File: src/logic/timer_bank_pkg.sv
/*
 * timer_bank_pkg: register offsets, field positions and reset values of the
 * prescaled countdown timer bank.
 * assumes: used by package::name only, never imported.
 */
package timer_bank_pkg;
    localparam int ADDR_W = 8; // internal i/o address width used by the bank
    // register offsets
    localparam logic [7:0] OFF_CTRL_STATUS = 8'hA0;
    localparam logic [7:0] OFF_PRESCALE = 8'hA1;
    localparam logic [7:0] OFF_CONTROL = 8'hA4;
    // time constant offsets, index 0 is subtimer 1 ... index 9 is subtimer 10
    localparam logic [7:0] OFF_TC1 = 8'hA3;
    localparam logic [7:0] OFF_TC2 = 8'hA5;
    localparam logic [7:0] OFF_TC8 = 8'hA6;
    localparam logic [7:0] OFF_TC3 = 8'hA7;
    localparam logic [7:0] OFF_TC9 = 8'hA8;
    localparam logic [7:0] OFF_TC4 = 8'hA9;
    localparam logic [7:0] OFF_TC10 = 8'hAA;
    localparam logic [7:0] OFF_TC5 = 8'hAB;
    localparam logic [7:0] OFF_TC6 = 8'hAD;
    localparam logic [7:0] OFF_TC7 = 8'hAF;
    // field positions
    localparam int CS_CLK_EN_BIT = 0;  // main clock enable, write-only
    localparam int PRE_DIV2_BIT = 0;   // 1 = peripheral clock divided by two
    localparam int CTL_PRIO_LSB = 0;   // two-bit priority field
    localparam int CTL_CASCADE_LSB = 2; // cascade selects for subtimers 2..7
    // reset values
    localparam logic [7:0] CTRL_STATUS_RESET = 8'h00;
    localparam logic CTRL_STATUS_CLK_RESET = 1'b0;
    localparam logic PRESCALE_DIV2_RESET = 1'b1;
    localparam logic [7:0] CONTROL_RESET = 8'h00;
    localparam logic [7:0] TIME_CONST_RESET = 8'h00;
    localparam logic [7:0] COUNT_RESET = 8'h00;
endpackage

File: src/logic/subtimer.sv
/*
 * subtimer: one 8-bit reloadable countdown divider.
 * assumes: in_pulse is a one-clock strobe from the bank; time_constant is
 * held by the bank and may change at any time.
 */
`timescale 1ns/1ns
`default_nettype none
module subtimer (
    input wire logic clock,
    input wire logic sys_rst,
    input wire logic in_pulse,
    input wire logic [7:0] time_constant,
    output logic out_pulse
);
    // all state in one struct
    typedef struct packed {
        logic [7:0] count; // current count
        logic pulse;       // registered output pulse
    } sub_state_s;

    sub_state_s state;
    sub_state_s next_state;

    // countdown and reload
    always_comb
    begin
        next_state = state;
        next_state.pulse = 1'b0;
        if (in_pulse)
        begin
            if (state.count == 8'h00)
            begin
                // constant picked up only here, so a late write waits for the next reload
                next_state.count = time_constant;
                next_state.pulse = 1'b1; // one clock wide
            end
            else
            begin
                next_state.count = state.count - 8'h01;
            end
        end
    end

    // register the state
    always_ff @(posedge clock)
    begin
        if (sys_rst)
        begin
            state.count <= timer_bank_pkg::COUNT_RESET;
            state.pulse <= 1'b0;
        end
        else
        begin
            state <= next_state;
        end
    end

    assign out_pulse = state.pulse;

    // a pulse only follows an input pulse seen at zero
    pulse_cause_a: assert property (@(posedge clock) disable iff (sys_rst)
        out_pulse |-> $past(in_pulse) && $past(state.count) == 8'h00)
        else $error("output pulse without reload");
    // reload takes the held constant
    reload_value_a: assert property (@(posedge clock) disable iff (sys_rst)
        (in_pulse && state.count == 8'h00) |=> state.count == $past(time_constant))
        else $error("reload value wrong");
    // no input pulse, count holds
    count_hold_a: assert property (@(posedge clock) disable iff (sys_rst)
        !in_pulse |=> $stable(state.count))
        else $error("count moved without input pulse");
endmodule
`default_nettype wire

File: src/logic/timer_bank.sv
/*
 * timer_bank: ten 8-bit countdown subtimers on one selectable main clock,
 * with status, interrupt enables, cascade selection and prescale.
 * assumes: a synchronous internal i/o port (address, write strobe, read
 * strobe, byte data); a read strobe lasts one clock per access.
 */
`timescale 1ns/1ns
`default_nettype none
module timer_bank #(
    parameter int NUM_SUB = 10,  // subtimers in the bank
    parameter int NUM_IRQ = 7    // subtimers able to set flags
) (
    input wire logic clock,
    input wire logic sys_rst,
    input wire logic [7:0] io_addr,
    input wire logic io_wr,
    input wire logic io_rd,
    input wire logic [7:0] io_wdata,
    output logic [7:0] io_rdata,
    output logic irq_req,
    output logic [1:0] irq_priority,
    output logic [NUM_IRQ-1:0] baud_clock_pulse,
    output logic port_clock_pulse,
    output logic capture_clock_pulse,
    output logic pwm_clock_pulse,
    output logic quadrature_clock_pulse
);
    // the bus decode below is fixed to ten subtimers, seven flagged
    if (NUM_SUB != 10 || NUM_IRQ != 7)
    begin : gen_bad_size
        $error("timer_bank supports only ten subtimers, seven flagged");
    end

    // all bank state
    typedef struct packed {
        logic clk_en;                   // main clock gate
        logic div2;                     // prescale selection
        logic div_phase;                // half-rate toggle
        logic [7:0] control;            // cascade and priority
        logic [7:1] irq_en;             // per-subtimer enables
        logic [7:1] done;               // done flags
        logic [7:0] rdata;              // read data
        logic irq;                      // interrupt request
        logic [NUM_IRQ-1:0] baud;       // baud clock outputs
        logic port_clk;                 // subtimer 1 output
        logic cap_clk;
        logic pwm_clk;
        logic quad_clk;
        logic [NUM_SUB*8-1:0] tc;       // time constants, write-only
    } bank_state_s;

    bank_state_s state;
    bank_state_s next_state;

    logic main_pulse;                   // shared main clock strobe
    logic [NUM_SUB-1:0] sub_in;         // per-subtimer input strobe
    logic [NUM_SUB-1:0] sub_out;        // per-subtimer output strobe
    logic [NUM_SUB-1:0] tc_hit;         // write decode per constant
    logic status_rd;                    // status read this cycle, for the checks

    // main clock: full rate or every other cycle, gated by enable
    always_comb
    begin
        // one strobe for every subtimer, so a prescale change is seen by all
        main_pulse = state.clk_en && (!state.div2 || state.div_phase);
    end

    // offset of each time constant, by subtimer index
    function automatic logic [7:0] tc_offset(input int idx);
        case (idx)
            0: tc_offset = timer_bank_pkg::OFF_TC1;
            1: tc_offset = timer_bank_pkg::OFF_TC2;
            2: tc_offset = timer_bank_pkg::OFF_TC3;
            3: tc_offset = timer_bank_pkg::OFF_TC4;
            4: tc_offset = timer_bank_pkg::OFF_TC5;
            5: tc_offset = timer_bank_pkg::OFF_TC6;
            6: tc_offset = timer_bank_pkg::OFF_TC7;
            7: tc_offset = timer_bank_pkg::OFF_TC8;
            8: tc_offset = timer_bank_pkg::OFF_TC9;
            default: tc_offset = timer_bank_pkg::OFF_TC10;
        endcase
    endfunction

    // one subtimer per channel
    genvar g;
    generate
        for (g = 0; g < NUM_SUB; g++)
        begin : gen_sub
            if (g >= 1 && g <= 6)
            begin : gen_cascade
                // subtimers 2..7 may follow subtimer 1
                assign sub_in[g] = state.control[timer_bank_pkg::CTL_CASCADE_LSB + g - 1]
                    ? (sub_out[0] && state.clk_en) : main_pulse;
            end
            else
            begin : gen_direct
                // subtimer 1 and 8..10 have no cascade input
                assign sub_in[g] = main_pulse;
            end
            assign tc_hit[g] = io_wr && (io_addr == tc_offset(g));
            subtimer u_sub (
                .clock(clock),
                .sys_rst(sys_rst),
                .in_pulse(sub_in[g]),
                .time_constant(state.tc[g*8 +: 8]),
                .out_pulse(sub_out[g])
            );
            // a write to this constant lands next cycle
            tc_write_a: assert property (@(posedge clock) disable iff (sys_rst)
                tc_hit[g] |=> state.tc[g*8 +: 8] == $past(io_wdata))
                else $error("time constant write not stored");
        end
    endgenerate

    // register file, flags and outputs
    always_comb
    begin
        next_state = state;
        next_state.div_phase = state.clk_en ? !state.div_phase : 1'b0;
        next_state.rdata = 8'h00;
        // time constants, loaded on write only
        for (int i = 0; i < NUM_SUB; i++)
        begin
            if (tc_hit[i])
                next_state.tc[i*8 +: 8] = io_wdata;
        end
        if (io_wr)
        begin
            case (io_addr)
                timer_bank_pkg::OFF_CTRL_STATUS:
                begin
                    next_state.irq_en = io_wdata[7:1];
                    next_state.clk_en = io_wdata[timer_bank_pkg::CS_CLK_EN_BIT];
                end
                timer_bank_pkg::OFF_PRESCALE:
                begin
                    // upper bits dropped on purpose
                    next_state.div2 = io_wdata[timer_bank_pkg::PRE_DIV2_BIT];
                end
                timer_bank_pkg::OFF_CONTROL:
                begin
                    next_state.control = io_wdata;
                end
                default:
                begin
                    // constants handled above, others ignored
                end
            endcase
        end
        // status read: return flags, clear only those returned
        if (io_rd && io_addr == timer_bank_pkg::OFF_CTRL_STATUS)
        begin
            next_state.rdata = {state.done, 1'b0}; // enable bit 0 reads as zero
            next_state.done = 7'h00;
        end
        // set wins over read clear, nothing lost
        next_state.done = next_state.done | sub_out[NUM_IRQ-1:0];
        // one shared request, priority 00 masks it
        // priority taken from the value being stored, so the request never
        // stands beside a priority of 00 after a control write
        next_state.irq = |(next_state.done & state.irq_en)
            && (next_state.control[timer_bank_pkg::CTL_PRIO_LSB +: 2] != 2'b00);
        next_state.baud = sub_out[NUM_IRQ-1:0];
        next_state.port_clk = sub_out[0];
        next_state.cap_clk = sub_out[7];
        next_state.pwm_clk = sub_out[8];
        next_state.quad_clk = sub_out[9];
    end

    // register the bank
    always_ff @(posedge clock)
    begin
        if (sys_rst)
        begin
            state.clk_en <= timer_bank_pkg::CTRL_STATUS_CLK_RESET;
            state.div2 <= timer_bank_pkg::PRESCALE_DIV2_RESET;
            state.div_phase <= 1'b0;
            state.control <= timer_bank_pkg::CONTROL_RESET;
            state.irq_en <= timer_bank_pkg::CTRL_STATUS_RESET[7:1];
            state.done <= 7'h00;
            state.rdata <= 8'h00;
            state.irq <= 1'b0;
            state.baud <= '0;
            state.port_clk <= 1'b0;
            state.cap_clk <= 1'b0;
            state.pwm_clk <= 1'b0;
            state.quad_clk <= 1'b0;
            state.tc <= {NUM_SUB{timer_bank_pkg::TIME_CONST_RESET}};
        end
        else
        begin
            state <= next_state;
        end
    end

    // outputs straight from flops
    assign io_rdata = state.rdata;
    assign irq_req = state.irq;
    assign irq_priority = state.control[timer_bank_pkg::CTL_PRIO_LSB +: 2];
    assign baud_clock_pulse = state.baud;
    assign port_clock_pulse = state.port_clk;
    assign capture_clock_pulse = state.cap_clk;
    assign pwm_clock_pulse = state.pwm_clk;
    assign quadrature_clock_pulse = state.quad_clk;

    // status read decode shared by the checks below
    assign status_rd = io_rd && (io_addr == timer_bank_pkg::OFF_CTRL_STATUS);

    // gated clock stops all counting
    clock_gate_a: assert property (@(posedge clock) disable iff (sys_rst)
        !state.clk_en |-> sub_in == '0)
        else $error("subtimer counted with main clock off");
    // half rate never strobes two cycles running, unless the selection moved
    half_rate_a: assert property (@(posedge clock) disable iff (sys_rst)
        (state.div2 && main_pulse) ##1 state.div2 |-> !main_pulse)
        else $error("divided clock strobed back to back");
    // half rate strobes again one cycle after a gap
    divide_phase_a: assert property (@(posedge clock) disable iff (sys_rst)
        (state.clk_en && state.div2 && !main_pulse) ##1 (state.clk_en && state.div2)
        |-> main_pulse)
        else $error("divided clock missed a strobe");
    // full rate strobes every enabled cycle
    full_rate_a: assert property (@(posedge clock) disable iff (sys_rst)
        (state.clk_en && !state.div2) |-> main_pulse)
        else $error("full rate clock missed a cycle");
    // first cycle out of reset: half rate, clock off, no enables, no flags
    reset_default_a: assert property (@(posedge clock) disable iff (sys_rst)
        $fell(sys_rst) |-> state.div2 && !state.clk_en && state.irq_en == 7'h00
        && state.done == 7'h00)
        else $error("reset values wrong");

    // register writes land in the next cycle
    enable_write_a: assert property (@(posedge clock) disable iff (sys_rst)
        (io_wr && io_addr == timer_bank_pkg::OFF_CTRL_STATUS)
        |=> state.irq_en == $past(io_wdata[7:1])
        && state.clk_en == $past(io_wdata[timer_bank_pkg::CS_CLK_EN_BIT]))
        else $error("status write not stored");
    // only the selection bit of a prescale write has any effect
    prescale_write_a: assert property (@(posedge clock) disable iff (sys_rst)
        (io_wr && io_addr == timer_bank_pkg::OFF_PRESCALE)
        |=> state.div2 == $past(io_wdata[timer_bank_pkg::PRE_DIV2_BIT])
        && $stable(state.control) && $stable(state.irq_en) && $stable(state.clk_en))
        else $error("prescale write wrong");
    control_write_a: assert property (@(posedge clock) disable iff (sys_rst)
        (io_wr && io_addr == timer_bank_pkg::OFF_CONTROL) |=> state.control == $past(io_wdata))
        else $error("control write not stored");
    // without a write the settings and constants hold
    reg_quiet_a: assert property (@(posedge clock) disable iff (sys_rst)
        !io_wr |=> $stable(state.control) && $stable(state.irq_en) && $stable(state.div2)
        && $stable(state.clk_en))
        else $error("setting changed without a write");
    tc_quiet_a: assert property (@(posedge clock) disable iff (sys_rst)
        !io_wr |=> $stable(state.tc))
        else $error("time constant changed without a write");

    // terminal count sets its flag next cycle
    flag_set_a: assert property (@(posedge clock) disable iff (sys_rst)
        sub_out[0] |=> state.done[1])
        else $error("done flag not set");
    // every flagged subtimer keeps its terminal count, read or not
    flags_set_a: assert property (@(posedge clock) disable iff (sys_rst)
        sub_out[NUM_IRQ-1:0] != '0
        |=> (state.done & $past(sub_out[NUM_IRQ-1:0])) == $past(sub_out[NUM_IRQ-1:0]))
        else $error("a done flag was lost");
    // dedicated subtimers never touch the flags
    flag_hold_a: assert property (@(posedge clock) disable iff (sys_rst)
        (sub_out[NUM_IRQ-1:0] == '0 && !status_rd) |=> $stable(state.done))
        else $error("done flags moved without a cause");
    // read returns then clears the flags
    read_clear_a: assert property (@(posedge clock) disable iff (sys_rst)
        (io_rd && io_addr == timer_bank_pkg::OFF_CTRL_STATUS && sub_out[6:0] == 7'h00)
        |=> state.done == 7'h00 && io_rdata[7:1] == $past(state.done))
        else $error("status read wrong");
    // a count arriving with the read stays set for the next one
    read_keep_a: assert property (@(posedge clock) disable iff (sys_rst)
        status_rd |=> state.done == $past(sub_out[NUM_IRQ-1:0]))
        else $error("count during read lost");
    status_read_a: assert property (@(posedge clock) disable iff (sys_rst)
        status_rd |=> io_rdata == {$past(state.done), 1'b0})
        else $error("status read data wrong");
    // constants and prescale are write-only, read data idles at zero
    rdata_zero_a: assert property (@(posedge clock) disable iff (sys_rst)
        !status_rd |=> io_rdata == 8'h00)
        else $error("read data outside a status read");

    // request follows enabled flags and priority
    irq_cause_a: assert property (@(posedge clock) disable iff (sys_rst)
        irq_req |-> irq_priority != 2'b00 && (state.done & $past(state.irq_en)) != 7'h00)
        else $error("interrupt without enabled flag");
    prio_mask_a: assert property (@(posedge clock) disable iff (sys_rst)
        irq_priority == 2'b00 |-> !irq_req)
        else $error("request with interrupts disabled");
    irq_set_a: assert property (@(posedge clock) disable iff (sys_rst)
        ((state.done & state.irq_en) != 7'h00 && irq_priority != 2'b00 && !io_wr && !io_rd)
        |=> irq_req)
        else $error("enabled flag raised no request");
    // flags cleared by a read leave no request behind
    read_drop_a: assert property (@(posedge clock) disable iff (sys_rst)
        (status_rd && sub_out[NUM_IRQ-1:0] == '0) |=> !irq_req)
        else $error("request after flags were cleared");

    // cascade input only from subtimer 1
    cascade_src_a: assert property (@(posedge clock) disable iff (sys_rst)
        (state.control[2] && !sub_out[0]) |-> !sub_in[1])
        else $error("cascaded subtimer counted without source");
    cascade_follow_a: assert property (@(posedge clock) disable iff (sys_rst)
        (state.control[2] && sub_out[0] && state.clk_en) |-> sub_in[1])
        else $error("cascaded subtimer missed its source");
    // dedicated subtimers never follow subtimer 1
    dedicated_src_a: assert property (@(posedge clock) disable iff (sys_rst)
        sub_in[9:7] == {3{main_pulse}})
        else $error("dedicated subtimer clock wrong");

    // outputs are the subtimer strobes one flop later
    port_follow_a: assert property (@(posedge clock) disable iff (sys_rst)
        port_clock_pulse == $past(sub_out[0]))
        else $error("port clock does not follow subtimer 1");
    baud_follow_a: assert property (@(posedge clock) disable iff (sys_rst)
        baud_clock_pulse == $past(sub_out[NUM_IRQ-1:0]))
        else $error("baud clocks do not follow subtimers");
    dedicated_out_a: assert property (@(posedge clock) disable iff (sys_rst)
        {quadrature_clock_pulse, pwm_clock_pulse, capture_clock_pulse}
        == $past(sub_out[9:7]))
        else $error("dedicated clock outputs wrong");
endmodule
`default_nettype wire

File: config.mk
export PLATFORM = sky130hd
export DESIGN_NAME = timer_bank
export DESIGN_NICKNAME = d
export VERILOG_FILES = /design/src/logic/timer_bank_pkg.sv /design/src/logic/subtimer.sv /design/src/logic/timer_bank.sv
export SDC_FILE = /design/constraint.sdc
export NUM_CORES = 1
export LEC_CHECK = 0
export BUFFER_PORTS_ARGS = -buffer_cell sky130_fd_sc_hd__buf_2
export CORE_ASPECT_RATIO = 1.5
export CORE_MARGIN = 5
export CORE_UTILIZATION = 50
export DETAILED_ROUTE_END_ITERATION = 7
export MAX_ROUTING_LAYER = met4
export PLACE_DENSITY = 0.67
export SYNTH_ARGS = -nofsm -noshare
export SYNTH_HDL_FRONTEND = slang
export SYNTH_SLANG_ARGS = --single-unit
File: constraint.sdc
create_clock -name clock -period 2.46 [get_ports clock]
set_input_delay 0.492 -clock clock [delete_from_list [all_inputs] [get_ports clock]]
set_output_delay 0.492 -clock clock [all_outputs]
set_load 0.005 [all_outputs]
==> impl_metrics.tcl <==
set metrics [dict create \
    run_status "finished, final reports clean" \
    grt_max_degree 84 \
    synth_flop_cell "sky130_fd_sc_hd__dfxtp_1" \
    synth.avg_cell_area_um2 8.47 \
    worstPathCellList "or4_4, or3_1, mux2_4, a22oi_1, nor2_1" \
    post_cts_buffers 0 \
    worst_hold_path_class "primary input to register" \
    design.final.nets 1197 \
    netlist_instances 1133 \
    worstSetupEndpointType "register" \
    synth_commonest_cells "sky130_fd_sc_hd__dfxtp_1, sky130_fd_sc_hd__nor2_1, sky130_fd_sc_hd__nand2_1" \
    clk_transition_reported_paths_ns 0.06 \
    timing.final.crit_share_pct 87.6 \
    die_area_um2 22100 \
    htreeDepth 1 \
    gr-usage-all-layers_pct 21.5 \
    post_synthesis_net_count 1173 \
    drc 0 \
    synth_area_leaders "sky130_fd_sc_hd__dfxtp_1, sky130_fd_sc_hd__mux2i_1, sky130_fd_sc_hd__nor2_1" \
    clock_path_buffers 3 \
    diodes 0 \
    drt-vias-per-instance 5.60 \
    met3_usage_pct 2.58 \
    final.fill_count 1768 \
    fin_skew_ns 0.0146 \
    place_ws_ns 0.216 \
    maxClockFrequency_ghz 0.464 \
    initial_core_util_pct 50.5 \
    first_global_vias 7640 \
    number_of_clock_sinks 213 \
    crit_path_max_incr_delay_ns 0.56 \
    fraction_of_layout_instances_using_a_drive_strength_above_1_pct 12.1 \
    fraction_of_power_consumed_by_combinational_cells_pct 2.4 \
    grt_most_used_layer "met2" \
    portBuffers 40 \
    timing.setup.tns_ns 0 \
    synth_largest_type_area_fraction_pct 44.4 \
    p_clk_share_pct 47.1 \
    worstPathArrival_ns 2.53 \
    ys_warn_count 0 \
    grt-ovfl-total 0 \
    seq_power_share_pct 50.5 \
    synth_compound_gate_area_share_pct 17.4 \
    swShare_pct 21.3 \
    pnr_worst_setup_slack_ns 0.304 \
    firstDrtPassIters 5 \
    switching_power_mw 1.45 \
    yosys.area_share.adder_pct 2.61 \
    yosys-mux-area-fraction_pct 9.53 \
    max-cap-violations 0 \
    post_drt_wl_per_cell_um 16.2 \
    die-height_um 180 \
    setup_viol 0 \
    syn-cell-area_um2 9600 \
    global_routing_usage_on_met2_pct 35.6 \
    numCtsBuffers 21 \
    synth_seq_area_share_pct 44.4 \
    worst_ir_drop_vdd_mv 0.373 \
    antenna_found_initial 0 \
    placeable_core_region_um2 19000 \
    ant_nets 0 \
    dieWidth_um 123 \
    count_of_flip_flops_with_a_built_in_enable_after_synthesis 0 \
    yosysMostFrequentCell "sky130_fd_sc_hd__dfxtp_1" \
    finalMaxSlewViolations 0 \
    std_cell_rows 62 \
    worstSetupPathType "register to register" \
    top_level_ports 42 \
    synth_top_family_by_area "simple AND/OR/NAND/NOR gates" \
    groute.layer.met1.usage_pct 27.3 \
    synthXorXnorAreaFrac_pct 0 \
    power-per-cell-area_nw_per_um2 635 \
    cts_root_buf "sky130_fd_sc_hd__clkbuf_16" \
    critical_path.slowest_cell "sky130_fd_sc_hd__or4_4" \
    detailroute.via_count 7985 \
    rsz0062_at_grt "no" \
    timing_worst_slew_pin_value_ns 0.903 \
    hpwl_um 15400 \
    tritoncts "yes" \
    route.final.wire_length_um 23000 \
    finalWorstPathRequiredPeriod_ns 2.16 \
    startpoint_type "register" \
    max_slew_margin_pct 39.3 \
    grt_first_pass_wirelength_um 38000 \
    clk_latency_ns 0.50 \
    finalHoldViolations 0 \
    critical_path_required_ns 2.83 \
    critical_path.max_fanout 10 \
    postCtsHoldBufs 0 \
    ys_async_sr_fraction_pct 0 \
    yosys_register_bits 213 \
    cts_resized 0 \
    globalplace.congestion 0.872 \
    post-synth-top-area-cell "sky130_fd_sc_hd__dfxtp_1" \
    drt_iter0_drc 427 \
    synth-simple-area-share_pct 20.5 \
    areaGrowthSynthToFinish_pct 12.2 \
    yosysUniqueCellTypes 58 \
    static-leakage-power_nw 3.98 \
    power_report.internal_total_mw 5.38 \
]
worst paths after layout:
kind,startpoint,to,slack [ns],depth (start not counted)
min reg2reg,state[122],state[122],0.44,1
max,gen_sub[7].u_sub.state[4],gen_sub[7].u_sub.state[4],0.30,5
min,io_wdata[1],irq_priority[1],0.28,3
max reg2reg,gen_sub[7].u_sub.state[4],gen_sub[7].u_sub.state[4],0.30,5
sequential cells by signal (all words and copies together) (netlist names), 2 cells and up:
signal / flops
baud_clock_pulse: 7
gen_sub.u_sub.out_pulse: 10
gen_sub.u_sub.state: 80
io_rdata: 7
irq_priority: 2
state: 103
layer usage:
metal | wire length [µm] | share of wire [%] | vias up
met5 | 0 | 0 | -
met3 | 984 | 4.3 | 43
met2 | 11300 | 49 | 157
met1 | 10200 | 44 | 3763
li1 | - | - | 4022
met4 | 557 | 2.4 | 0
cells in the final DEF (no fill, tap or decap), types with 5 or more instances in the layout:
cell type / n
sky130_fd_sc_hd__a211oi_1: 22
sky130_fd_sc_hd__a21o_1: 10
sky130_fd_sc_hd__a21oi_1: 81
sky130_fd_sc_hd__a221oi_1: 6
sky130_fd_sc_hd__a22oi_1: 15
sky130_fd_sc_hd__a31oi_1: 10
sky130_fd_sc_hd__and2_1: 11
sky130_fd_sc_hd__buf_2: 39
sky130_fd_sc_hd__buf_4: 39
sky130_fd_sc_hd__clkbuf_16: 21
sky130_fd_sc_hd__dfxtp_1: 213
sky130_fd_sc_hd__ha_1: 20
sky130_fd_sc_hd__inv_1: 41
sky130_fd_sc_hd__mux2_2: 15
sky130_fd_sc_hd__mux2i_1: 73
sky130_fd_sc_hd__nand2_1: 100
sky130_fd_sc_hd__nand2b_1: 14
sky130_fd_sc_hd__nand3_1: 42
sky130_fd_sc_hd__nand3b_1: 5
sky130_fd_sc_hd__nand4_1: 6
sky130_fd_sc_hd__nor2_1: 147
sky130_fd_sc_hd__nor2b_1: 19
sky130_fd_sc_hd__nor3_1: 30
sky130_fd_sc_hd__nor4_1: 14
sky130_fd_sc_hd__o211ai_1: 9
sky130_fd_sc_hd__o21ai_0: 77
sky130_fd_sc_hd__o22ai_1: 5
sky130_fd_sc_hd__o31a_1: 8
sky130_fd_sc_hd__o32ai_1: 5
sky130_fd_sc_hd__o41ai_1: 5
final cells by class:
cell class              count  area, µm²  area share [%]
flip-flops and latches    213       4260            39.6
inverters                  41        154            1.43
multi-input cells         799       4810            44.7
repair buffers             81        539            5.01
clock inverters             6       83.8           0.779
clock buffers              29        596            5.53
well taps                 256        320            2.98
per-stage QoR:
step                      instances  utilization (%)  cell area [µm²]  total power [mW]  hold slack [ns]
final                          1425             56.6            10800              6.84            0.276
after global routing           1425             56.6            10800              7.05            0.317
after CTS                      1425             56.6            10800              6.90            0.269
after detailed placement       1390             53.1            10100              3.69            0.428
after global placement         1390             53.1            10100              3.69            0.423
after floorplan                1133                -             9600              3.61            0.412
worst max-delay path, delay by kind of cell, from the launching register on:
family	cells	cell delay (ns)
simple gates	3	1.14
flops	1	0.36
mux	1	0.35
compound gates	1	0.18
power groups by stage:
| stage | Clock [mW] | Sequential [mW] | Combinational [mW] |
|---|---|---|---|
| final | 3.22 | 3.45 | 0.162 |
| after global routing | 3.43 | 3.45 | 0.174 |
| after detailed placement | 0 | 3.53 | 0.163 |
| after global placement | 0 | 3.53 | 0.165 |
| after CTS | 3.29 | 3.45 | 0.163 |
| after floorplan | 0 | 3.53 | 0.0859 |
cells by family (layout without fill, tap and decap cells):
kind of cell / count (synthesis) / count (layout)
adders and majority gates: 20 / 20
AOI/OAI and AO/OA: 271 / 271
DFF: 213 / 213
buffers and inverters: 121 / 157
muxes: 89 / 89
and+or+nand+nor: 418 / 418
other: 1 / 1
No activity file was read; power rests on OpenSTA's default activity.
